File: config.mk
export PLATFORM = sky130hd
export DESIGN_NAME = drc_top
export DESIGN_NICKNAME = d
export VERILOG_FILES = /design/src/common/drc_pkg.sv /design/src/verilog/drc_sync.sv /design/src/verilog/drc_top.sv
export VERILOG_INCLUDE_DIRS = /design/src /design/src/common
export SDC_FILE = /design/constraint.sdc
export NUM_CORES = 1
export LEC_CHECK = 0
export BUFFER_PORTS_ARGS = -buffer_cell sky130_fd_sc_hd__buf_2
export CORE_UTILIZATION = 41
export CTS_BUF_LIST = sky130_fd_sc_hd__clkbuf_8
export CTS_CLUSTER_SIZE = 30
export DETAILED_ROUTE_END_ITERATION = 10
export PLACE_DENSITY = 0.82
export SETUP_SLACK_MARGIN = 0.5
export SLEW_MARGIN = 20
export SYNTH_ARGS = -nofsm -noshare
export SYNTH_HDL_FRONTEND = slang
export SYNTH_SLANG_ARGS = --single-unit
File: constraint.sdc
create_clock -name CORE_CLK -period 2.1 [get_ports CORE_CLK]
set_clock_uncertainty 0.15 [all_clocks]
set_input_delay 0.105 -clock CORE_CLK [delete_from_list [all_inputs] [get_ports CORE_CLK]]
set_output_delay 0.105 -clock CORE_CLK [all_outputs]
set_load 0.01 [all_outputs]
File: src/common/drc_defines.svh
/*
 * Offsets, field positions, codes and reset values of the channel
 * request control block. Assumes inclusion by bare name.
 */
`ifndef DRC_DEFINES_SVH
`define DRC_DEFINES_SVH

`define DRC_OFF_CTRL      4'h0
`define DRC_OFF_MODE      4'h4
`define DRC_OFF_STAT      4'h8

`define DRC_SRC_LSB       0
`define DRC_SRC_MSB       3
`define DRC_SENSE_BIT     4
`define DRC_ACK_EN_BIT    5
`define DRC_CTRL_MASK     8'h3F
`define DRC_CTRL_RESET    8'h00
`define DRC_UNDEF_FILL    2'h0

`define DRC_SRC_NONE      4'h0
`define DRC_SRC_EXT       4'h1
`define DRC_SRC_SOFT      4'h2
`define DRC_SRC_TA0       4'h3
`define DRC_SRC_TA4       4'h7
`define DRC_SRC_TB0       4'h8
`define DRC_SRC_TB2       4'hA
`define DRC_SRC_U0RX      4'hB
`define DRC_SRC_U0TX      4'hC
`define DRC_SRC_U1RX      4'hD
`define DRC_SRC_U1TX      4'hE
`define DRC_SRC_ADC       4'hF

`endif

File: src/common/drc_pkg.sv
/*
 * Types of the channel request control block.
 * Assumes drc_defines.svh for numeric values.
 */
package drc_pkg;
  typedef struct packed {
    logic       ack_en;
    logic       level_sense;
    logic [3:0] source;
  } drc_ctrl_t;

  typedef struct packed {
    logic       adc_done;
    logic [1:0] uart_tx;
    logic [1:0] uart_rx;
    logic [2:0] timer_b;
    logic [4:0] timer_a;
  } drc_events_t;
endpackage

File: src/verilog/drc_sync.sv
/*
 * Three-stage pin synchroniser; a change counts once stages two and
 * three agree. Assumes a single clock with synchronous reset.
 */
module drc_sync (
  // Clock and reset
  input  wire logic CORE_CLK,
  input  wire logic RST,
  // Pin and result
  input  wire logic pin_i,
  output logic      level_o
);
  logic [2:0] sh_q;
  logic       lvl_q;
  wire logic  agree = (sh_q[1] == sh_q[2]);

  // Reset value is high: the request pin idles high
  always_ff @(posedge CORE_CLK) begin
    if (RST) begin
      sh_q  <= 3'h7;
      lvl_q <= 1'b1;
    end else begin
      sh_q  <= {sh_q[1:0], pin_i};
      if (agree)
        lvl_q <= sh_q[2];
    end
  end

  assign level_o = lvl_q;
endmodule

File: src/verilog/drc_top.sv
/*
 * Request control of one DMA channel: control register, request source
 * selection, external request sensing and acknowledge pin enable.
 * Assumes an Avalon-MM master on CORE_CLK and peripheral event pulses
 * from logic on the same clock.
 */
// The placing of the registers and the Avalon-MM register port were chosen for this implementation.
`include "drc_defines.svh"

module drc_top (
  // Clock and reset
  input  wire logic        CORE_CLK,
  input  wire logic        RST,
  // Avalon-MM slave
  input  wire logic [3:0]  AVS_ADDRESS,
  input  wire logic        AVS_READ,
  input  wire logic        AVS_WRITE,
  input  wire logic [31:0] AVS_WRITEDATA,
  input  wire logic [3:0]  AVS_BYTEENABLE,
  output logic [31:0]      AVS_READDATA,
  output logic             AVS_WAITREQUEST,
  // Request sources
  input  wire logic        EXTERNAL_TRANSFER_REQUEST_PIN_N,
  input  drc_pkg::drc_events_t EVENTS,
  // Channel side
  input  wire logic        CHANNEL_ACK,
  input  wire logic        PORT_OUT,
  input  wire logic        PORT_OE,
  output logic             TRANSFER_REQUEST,
  output logic             TRANSFER_ACKNOWLEDGE_PIN_O,
  output logic             TRANSFER_ACKNOWLEDGE_PIN_OE
);
  drc_pkg::drc_ctrl_t ctrl_q;
  logic               burst_q;
  logic               soft_q;
  logic               ack_phase_q;
  logic               wait_q;
  logic               ext_prev_q;
  logic               req_q;
  logic [31:0]        rdata_q;
  logic               ack_o_q;
  logic               ack_oe_q;
  logic               ext_lvl;

  drc_sync u_sync (
    .CORE_CLK (CORE_CLK),
    .RST      (RST),
    .pin_i    (EXTERNAL_TRANSFER_REQUEST_PIN_N),
    .level_o  (ext_lvl)
  );

  function automatic logic sel_bit(input logic [3:0] a, input logic [3:0] b);
    sel_bit = (a == b);
  endfunction

  // Bus decode: one wait cycle, answer on the second edge
  wire logic access    = AVS_READ | AVS_WRITE;
  wire logic accept    = access & ack_phase_q;
  wire logic wr_lane0  = accept & AVS_WRITE & AVS_BYTEENABLE[0];
  wire logic hit_ctrl  = sel_bit(AVS_ADDRESS, `DRC_OFF_CTRL);
  wire logic hit_mode  = sel_bit(AVS_ADDRESS, `DRC_OFF_MODE);
  wire logic hit_stat  = sel_bit(AVS_ADDRESS, `DRC_OFF_STAT);
  wire logic wr_ctrl   = wr_lane0 & hit_ctrl;
  wire logic wr_mode   = wr_lane0 & hit_mode;
  wire logic [7:0] wd  = AVS_WRITEDATA[7:0];

  // Level sense is honoured only in this legal combination
  wire logic ext_sel   = sel_bit(ctrl_q.source, `DRC_SRC_EXT);
  wire logic lvl_ok    = ctrl_q.level_sense & ext_sel & burst_q;
  wire logic ext_fall  = ext_prev_q & ~ext_lvl;
  wire logic ext_req   = lvl_ok ? ~ext_lvl : ext_fall;

  // Source selection; code 0 never requests
  wire logic [3:0] src = ctrl_q.source;
  wire logic [3:0] ta_i = src - `DRC_SRC_TA0;
  wire logic [3:0] tb_i = src - `DRC_SRC_TB0;
  wire logic in_ta = (src >= `DRC_SRC_TA0) & (src <= `DRC_SRC_TA4);
  wire logic in_tb = (src >= `DRC_SRC_TB0) & (src <= `DRC_SRC_TB2);
  wire logic peri_req =
      (in_ta & EVENTS.timer_a[ta_i[2:0]])
    | (in_tb & EVENTS.timer_b[tb_i[1:0]])
    | (sel_bit(src, `DRC_SRC_U0RX) & EVENTS.uart_rx[0])
    | (sel_bit(src, `DRC_SRC_U0TX) & EVENTS.uart_tx[0])
    | (sel_bit(src, `DRC_SRC_U1RX) & EVENTS.uart_rx[1])
    | (sel_bit(src, `DRC_SRC_U1TX) & EVENTS.uart_tx[1])
    | (sel_bit(src, `DRC_SRC_ADC)  & EVENTS.adc_done);
  wire logic soft_sel = sel_bit(src, `DRC_SRC_SOFT);
  wire logic req_d = (ext_sel & ext_req) | (soft_sel & soft_q)
                   | peri_req;

  wire logic [31:0] rd_d =
      hit_ctrl ? {24'h00_0000, `DRC_UNDEF_FILL, ctrl_q} :
      hit_mode ? {31'h0000_0000, burst_q} :
      hit_stat ? {29'h0000_0000, req_q, ext_lvl, soft_q} :
                 32'h0000_0000;

  always_ff @(posedge CORE_CLK) begin
    if (RST) begin
      ctrl_q      <= drc_pkg::drc_ctrl_t'(6'(`DRC_CTRL_RESET));
      burst_q     <= 1'b0;
      ack_phase_q <= 1'b0;
      wait_q      <= 1'b1;
      rdata_q     <= 32'h0000_0000;
    end else begin
      ack_phase_q <= access & ~ack_phase_q;
      // Registered copy of the inverted phase keeps the pin glitch free
      wait_q      <= ~(access & ~ack_phase_q);
      if (wr_ctrl)
        ctrl_q <= drc_pkg::drc_ctrl_t'(wd[5:0]);
      if (wr_mode)
        burst_q <= wd[0];
      if (access & ~ack_phase_q)
        rdata_q <= rd_d;
    end
  end

  // Software request: writing 1 to status bit 0 sets it; the
  // channel acknowledge clears it while the software source is selected, but a new set wins
  always_ff @(posedge CORE_CLK) begin
    if (RST)
      soft_q <= 1'b0;
    else if (accept & AVS_WRITE & hit_stat & AVS_BYTEENABLE[0] & wd[0])
      soft_q <= 1'b1;
    else if (CHANNEL_ACK & soft_sel)
      soft_q <= 1'b0;
  end

  always_ff @(posedge CORE_CLK) begin
    if (RST) begin
      ext_prev_q <= 1'b1;
      req_q      <= 1'b0;
      ack_o_q    <= 1'b1;
      ack_oe_q   <= 1'b0;
    end else begin
      ext_prev_q <= ext_lvl;
      req_q      <= req_d;
      // Acknowledge is active low on the pin
      ack_o_q    <= ctrl_q.ack_en ? ~CHANNEL_ACK : PORT_OUT;
      ack_oe_q   <= ctrl_q.ack_en | PORT_OE;
    end
  end

  assign AVS_WAITREQUEST             = wait_q;
  assign AVS_READDATA                = rdata_q;
  assign TRANSFER_REQUEST            = req_q;
  assign TRANSFER_ACKNOWLEDGE_PIN_O  = ack_o_q;
  assign TRANSFER_ACKNOWLEDGE_PIN_OE = ack_oe_q;

  AST_RESET_CLEARS_CTRL: assert property (@(posedge CORE_CLK)
    RST |=> ctrl_q == drc_pkg::drc_ctrl_t'(6'(`DRC_CTRL_RESET)))
    else $error("control not cleared by reset");
  AST_NONE_NO_REQ: assert property (@(posedge CORE_CLK) disable iff (RST)
    sel_bit(src, `DRC_SRC_NONE) && $stable(src) |=> !req_q)
    else $error("request with no source selected");
  AST_SOFT_REQ: assert property (@(posedge CORE_CLK) disable iff (RST)
    soft_sel && soft_q |=> req_q)
    else $error("software request not raised");
  AST_ADC_REQ: assert property (@(posedge CORE_CLK) disable iff (RST)
    sel_bit(src, `DRC_SRC_ADC) && EVENTS.adc_done |=> req_q)
    else $error("converter request missed");
  AST_TIMER_A_ONLY: assert property (@(posedge CORE_CLK) disable iff (RST)
    in_ta && !EVENTS.timer_a[ta_i[2:0]] |=> !req_q)
    else $error("timer request without its event");
  AST_EDGE_SENSE: assert property (@(posedge CORE_CLK) disable iff (RST)
    ext_sel && !lvl_ok && ext_prev_q && !ext_lvl |=> req_q)
    else $error("falling edge not seen");
  AST_EDGE_ONCE: assert property (@(posedge CORE_CLK) disable iff (RST)
    ext_sel && !lvl_ok && !ext_prev_q && !ext_lvl |=> !req_q)
    else $error("edge mode repeats on a held level");
  AST_LEVEL_NEEDS_BURST: assert property (@(posedge CORE_CLK)
    disable iff (RST)
    ext_sel && !burst_q && !ext_lvl && !ext_prev_q |=> !req_q)
    else $error("level sensing outside burst mode");
  AST_ACK_PIN: assert property (@(posedge CORE_CLK) disable iff (RST)
    ctrl_q.ack_en |=> TRANSFER_ACKNOWLEDGE_PIN_OE
      && TRANSFER_ACKNOWLEDGE_PIN_O == !$past(CHANNEL_ACK))
    else $error("acknowledge pin not driven");
  AST_WAIT_ONE: assert property (@(posedge CORE_CLK) disable iff (RST)
    access && AVS_WAITREQUEST |=> !AVS_WAITREQUEST)
    else $error("bus answer late");
endmodule
==> flow_summary.json, run 1 <==
{
  "cts.htree.levels": 1,
  "path_cells": "buf_4 > ha_1 > a22oi_2 > a21oi_1 > a311oi_1 > a31oi_1",
  "synthCells": 136,
  "worst_slack_ps": 536,
  "setup_viol": 0,
  "maxCapViolations": 0,
  "cp_top_family": "compound AO/OA/AOI/OAI gates",
  "crit_path_start_kind": "register",
  "grt_pass1_wl_um": 3930,
  "vias_per_cell": 4.80,
  "die_w_um": 57.7,
  "grt_max_degree": 19,
  "clk_transition_reported_paths_ps": 80,
  "hold_viol": 0,
  "drtIter0Drc": 31,
  "p_per_area_nw_per_um2": 537,
  "avgSynthCellArea_um2": 9.37,
  "arrival_ps": 1560,
  "reg2regPathDepth": 6,
  "power.leakage_uw": 0.000763,
  "worst_setup_path_end_kind": "register",
  "place_inst": 205,
  "grt_pass1_vias": 928,
  "numPortBuffers": 41,
  "die_y_um": 57.7,
  "rsz0062_at_grt": "yes",
  "clock_latency_ps": 260,
  "wl_per_cell_um": 11.3,
  "routed_wl_um": 2530,
  "slowest_stage": "dfxtp_4",
  "relSlewSlack_pct": 64.6,
  "ios": 97,
  "final_cell_area_um2": 1630,
  "async_reset_ff_share_pct": 0,
  "cts_tree": "yes",
  "ir_drop_mv": 0.291,
  "nets": 260,
  "fillCellCount": 252,
  "synth_cell_types": 38,
  "worst_pin_slew_ps": 524,
  "synth_ff_type": "dfxtp_1",
  "cp_data_required_time_ps": 2100,
  "synth-edff-count": 0,
  "multi_input_comb_area_um2": 681,
  "vias": 1075,
  "grt_antenna_before_repair": 0,
  "fin_util_pct": 57.2,
  "ys_seq_elements": 24,
  "clockBufferDepth": 2,
  "seq_area_um2": 484,
  "post-route-period-util_pct": 74.5,
  "period_needed_ps": 1560,
  "drive_gt1_share_pct": 31.6,
  "syn2layout_area_growth_pct": 28.1,
  "run_status": "finished, violations left",
  "cts_buffers": 3,
  "placed_area_um2": 1420,
  "max_stage_delay_ps": 360,
  "cp_max_fo": 5,
  "crit_buf_inv": 1,
  "violations": "design-rule violations",
  "dp_hpwl_um": 1790,
  "synth_area_um2": 1270,
  "drc_errors": 5,
  "diodes": 0,
  "core_region_area_um2": 2850,
  "critical_path_depth": 6,
  "cts.sinks": 24,
  "final_antenna_net_count": 0,
  "rows": 19,
  "fmax_mhz": 639,
  "synth.yosys.seq_area_share_pct": 37.7,
  "track_usage_pct": 15.3,
  "worstSetupPathType": "register to register",
  "holdPathStages": 2,
  "pre_cts_slack_ps": 348,
  "die-area_um2": 3330,
  "gp_congestion": 0.808,
  "initial_utilization_pct": 44.6,
  "grt.overflow.total": 0,
  "tns_ps": 0,
  "hold_path.class": "input pin to register",
  "clockRootBuffer": "clkbuf_8",
  "yosys_warnings": 0,
  "layoutNonFillerInstCount": 224,
  "slew_viol_final": 0,
  "firstDrtPassIters": 9
}
-- worst register-to-register path: stages, from the launching register on --
cell      delay (ps)
dfxtp_4          360
buf_4            140
ha_1             220
a22oi_2          160
a21oi_1           90
a311oi_1         220
a31oi_1          110
-- cell usage in the layout, fill, tap and decap left out, types with 2 or more instances in the layout --
cell / Yosys / layout
dlygate4sd3_1: 0 / 11
clkbuf_8: 0 / 4
a221o_1: 2 / 2
o21ai_0: 2 / 2
buf_4: 26 / 4
a21oi_1: 3 / 3
and3_1: 3 / 3
nor2b_1: 2 / 2
inv_1: 4 / 4
ha_1: 5 / 3
mux2i_1: 9 / 9
or2_2: 4 / 4
dfxtp_1: 24 / 23
a22o_1: 3 / 3
conb_1: 1 / 26
o21bai_1: 2 / 2
nand2_1: 2 / 2
nor2_1: 19 / 19
nand3_1: 2 / 2
buf_2: 1 / 41
-- layout make-up --
type | count | share of cell area [%]
multi-input cells | 104 | 41.7
flip-flops and latches | 24 | 29.7
repair buffers | 57 | 21.9
clock buffers | 4 | 3.37
well taps | 31 | 2.38
inverters | 4 | 0.920
-- registers in the layout, summed over array words and instances, names as in the netlist, 2 cells and up --
name / cells
AVS_READDATA: 6
u_sync.sh_q: 3
ctrl_q: 2
src: 4
-- worst paths after layout --
kind                                                 from                     endpoint  slack [ps]
worst max register to register        src[0]$_SDFFE_PP0P_  TRANSFER_REQUEST$_SDFF_PP0_         540
worst min-delay path                                  RST          src[3]$_SDFFE_PP0P_          40
worst max-delay path                  src[0]$_SDFFE_PP0P_  TRANSFER_REQUEST$_SDFF_PP0_         540
worst min register to register  u_sync.sh_q[0]$_SDFF_PP1_    u_sync.sh_q[1]$_SDFF_PP1_         270
-- cell families after synthesis --
logic type / synth area share [%]
simple gates: 16.7
fa+ha+maj: 4.91
buf+inv: 18.7
xor+xnor: 0.688
flops: 37.7
mux: 7.96
other cells: 0.294
compound gates: 13.1
-- synthesized netlist by cell type (2+ instances only) --
| cell type | n | area, µm² |
|---|---|---|
| buf_4 | 26 | 195 |
| dfxtp_1 | 24 | 480 |
| nor2_1 | 19 | 71.3 |
| mux2i_1 | 9 | 90.1 |
| ha_1 | 5 | 62.6 |
| inv_1 | 4 | 15.0 |
| or2_2 | 4 | 25.0 |
| a21oi_1 | 3 | 15.0 |
| a22o_1 | 3 | 26.3 |
| and3_1 | 3 | 18.8 |
| a221o_1 | 2 | 20.0 |
| a22oi_1 | 2 | 15.0 |
| buf_6 | 2 | 22.5 |
| nand2_1 | 2 | 7.51 |
| nand3_1 | 2 | 10.0 |
| nor2b_1 | 2 | 12.5 |
| o21ai_0 | 2 | 10.0 |
| o21bai_1 | 2 | 15.0 |
-- power by group --
part	internal, µW	switching [µW]
logic	50.6	57.6
registers	462	3.30
clock network	167	136
-- what timing repair did --
item,in CTS,in global routing
endpoints found under the hold margin,12,0
hold buffers,12,0
resized for setup,1,4
setup endpoints to repair,1,4
pin swaps,0,2
setup buffers,3,0
-- per-layer routing --
metal | wire length (µm) | global-route usage (%) | up-vias
li1 | - | - | 533
met2 | 1250 | 27.4 | 57
met4 | 45 | 4.42 | 0
met1 | 1090 | 18.7 | 478
met3 | 140 | 2.68 | 7
met5 | 0 | 0 | -
-- through the flow --
| stage | hold slack, ps | total power, µW |
|---|---|---|
| after floorplan | 56.5 | 561 |
| after global placement | 143 | 563 |
| after detailed placement | 143 | 565 |
| after CTS | 37.3 | 873 |
| after global routing | 45.6 | 917 |
| final | 42.4 | 876 |
No activity file was read; power rests on OpenSTA's default activity.
==> run 2: changes to the inputs <==
Clock period 2.1 ns to 1.5 ns, I/O delays scaled along.
==> flow_summary.json, run 2 (synthesized netlist as in run 1, its figures left out) <==
{
  "mostFrequentLayoutCells": "41 x buf_2, 26 x conb_1, 18 x dfxtp_1, 18 x nor2_1, 12 x buf_4",
  "rows": 19,
  "post-route-period-util_pct": 103,
  "worst_slack_ps": -48.4,
  "vias": 1115,
  "crit_buf_inv": 1,
  "final_cell_area_um2": 1800,
  "cp_data_required_time_ps": 1490,
  "numPortBuffers": 41,
  "clk_transition_reported_paths_ps": 80,
  "routed_wl_um": 2720,
  "holdPathStages": 2,
  "vias_per_cell": 4.74,
  "ir_drop_mv": 0.350,
  "grt_pass1_wl_um": 4420,
  "syn2layout_area_growth_pct": 41.0,
  "initial_utilization_pct": 44.6,
  "slew_viol_final": 0,
  "cts_hold_buf": 10,
  "cp_max_fo": 7,
  "largest_reg_flops": 6,
  "clockRootBuffer": "clkbuf_8",
  "die_w_um": 57.7,
  "regToRegSetupSlack_ps": -50,
  "grt.overflow.total": 0,
  "setup_viol": 1,
  "path_cells": "buf_4 > mux2_2 > o31ai_1 > a31oi_1",
  "run_status": "finished, violations left",
  "tns_ps": -48.4,
  "grt_pass1_vias": 989,
  "cts_tree": "yes",
  "nets": 271,
  "clock_latency_ps": 270,
  "grt_max_degree": 17,
  "drive_gt1_share_pct": 43.1,
  "power.leakage_uw": 0.000819,
  "violations": "design-rule violations, negative hold slack, negative setup slack",
  "ios": 97,
  "grt_antenna_before_repair": 0,
  "cp_top_family": "flip-flops",
  "hold_viol": 2,
  "p_total_uw": 1390,
  "slowest_stage": "dfxtp_4",
  "worstSetupPathType": "register to register",
  "max_stage_delay_ps": 400,
  "wl_per_cell_um": 11.6,
  "worst_setup_path_end_kind": "register",
  "placed_area_um2": 1540,
  "rr_startpoint": "src[0]$_SDFFE_PP0P_",
  "gp_congestion": 0.834,
  "dp_hpwl_um": 1950,
  "die_y_um": 57.7,
  "track_usage_pct": 17.4,
  "cts.htree.levels": 1,
  "layout_commonest_cell": "buf_2",
  "drc_errors": 6,
  "hold-worst-slack_ps": -52.1,
  "place_inst": 217,
  "p_per_area_nw_per_um2": 774,
  "crit_path_start_kind": "register",
  "firstDrtPassIters": 9,
  "reg2regPathDepth": 4,
  "cts_buffers": 3,
  "clockBufferDepth": 2,
  "layoutNonFillerInstCount": 235,
  "drtIter0Drc": 30,
  "maxCapViolations": 0,
  "die-area_um2": 3330,
  "diodes": 0,
  "final_antenna_net_count": 0,
  "rsz0062_at_grt": "yes",
  "core_region_area_um2": 2850,
  "hold_path.class": "input pin to register",
  "rr_endpoint": "TRANSFER_REQUEST$_SDFF_PP0_",
  "fmax_mhz": 646,
  "hold_start": "RST",
  "cts.sinks": 24,
  "period_needed_ps": 1550,
  "arrival_ps": 1540,
  "hold_path_end": "AVS_WAITREQUEST$_SDFF_PP1_"
}
-- run 2: cell count changes in the layout (fill, tap and decap cells not counted), moves of 2 or more --
| cell | before | now |
|---|---|---|
| dfxtp_2 | 0 | 5 |
| buf_6 | 0 | 4 |
| inv_1 | 4 | 1 |
| buf_4 | 4 | 12 |
| and3_4 | 0 | 3 |
| and3_1 | 3 | 0 |
| inv_4 | 0 | 2 |
| dfxtp_1 | 23 | 18 |
-- run 2: final cells by class --
cell class                      count  area (µm²)
Fill cell                         244        1060
Multi-Input combinational cell    104         714
Sequential cell                    24         490
Timing Repair Buffer               68         460
Clock buffer                        3        41.3
Tap cell                           31        38.8
Clock inverter                      1        30.0
Inverter                            4        20.0
-- run 2: power by group --
| group | leakage (µW) | total, µW | switching (µW) | internal [µW] |
|---|---|---|---|---|
| combinational | 0.000585 | 180 | 89.8 | 89.9 |
| sequential | 0.000198 | 652 | 5.13 | 647 |
| clock | 0.0000357 | 558 | 201 | 357 |
| total | 0.000819 | 1390 | 296 | 1090 |
-- run 2: timing repair --
item                                   in CTS  in global routing
resized for setup                           9                  6
setup endpoints to repair                  16                 20
buffers inserted                            2                  2
pin swaps                                   3                  2
endpoints found under the hold margin      13                  2
-- run 2: worst max-delay path by stage --
stage / start / endpoint / slack [ps] / depth (start not counted)
after floorplan: src[0]$_SDFFE_PP0P_ / TRANSFER_REQUEST$_SDFF_PP0_ / 1 / 7
after CTS: src[1]$_SDFFE_PP0P_ / TRANSFER_REQUEST$_SDFF_PP0_ / -50 / 6
after global placement: AVS_ADDRESS[2] / src[0]$_SDFFE_PP0P_ / -30 / 6
after global routing: src[0]$_SDFFE_PP0P_ / TRANSFER_REQUEST$_SDFF_PP0_ / -130 / 6
final: src[0]$_SDFFE_PP0P_ / TRANSFER_REQUEST$_SDFF_PP0_ / -50 / 4
after detailed placement: AVS_ADDRESS[2] / src[1]$_SDFFE_PP0P_ / -40 / 6
-- run 2: metrics by stage --
step                worst slack (ps)  utilization, %
detailed placement             -41.7            54.1
global placement               -33.5            54.1
CTS                            -49.0            61.8
global route                    -126            62.9
floorplan                       1.39               -
finish                         -48.4            62.9
-- run 2: metal layers --
| metal | GRT usage (%) | vias to the layer above | part of all wire [%] |
|---|---|---|---|
| li1 | - | 558 | - |
| met1 | 22.9 | 511 | 45 |
| met2 | 28.6 | 42 | 49 |
| met3 | 2.01 | 4 | 4.5 |
| met4 | 8.16 | 0 | 1.0 |
| met5 | 0 | - | 0 |
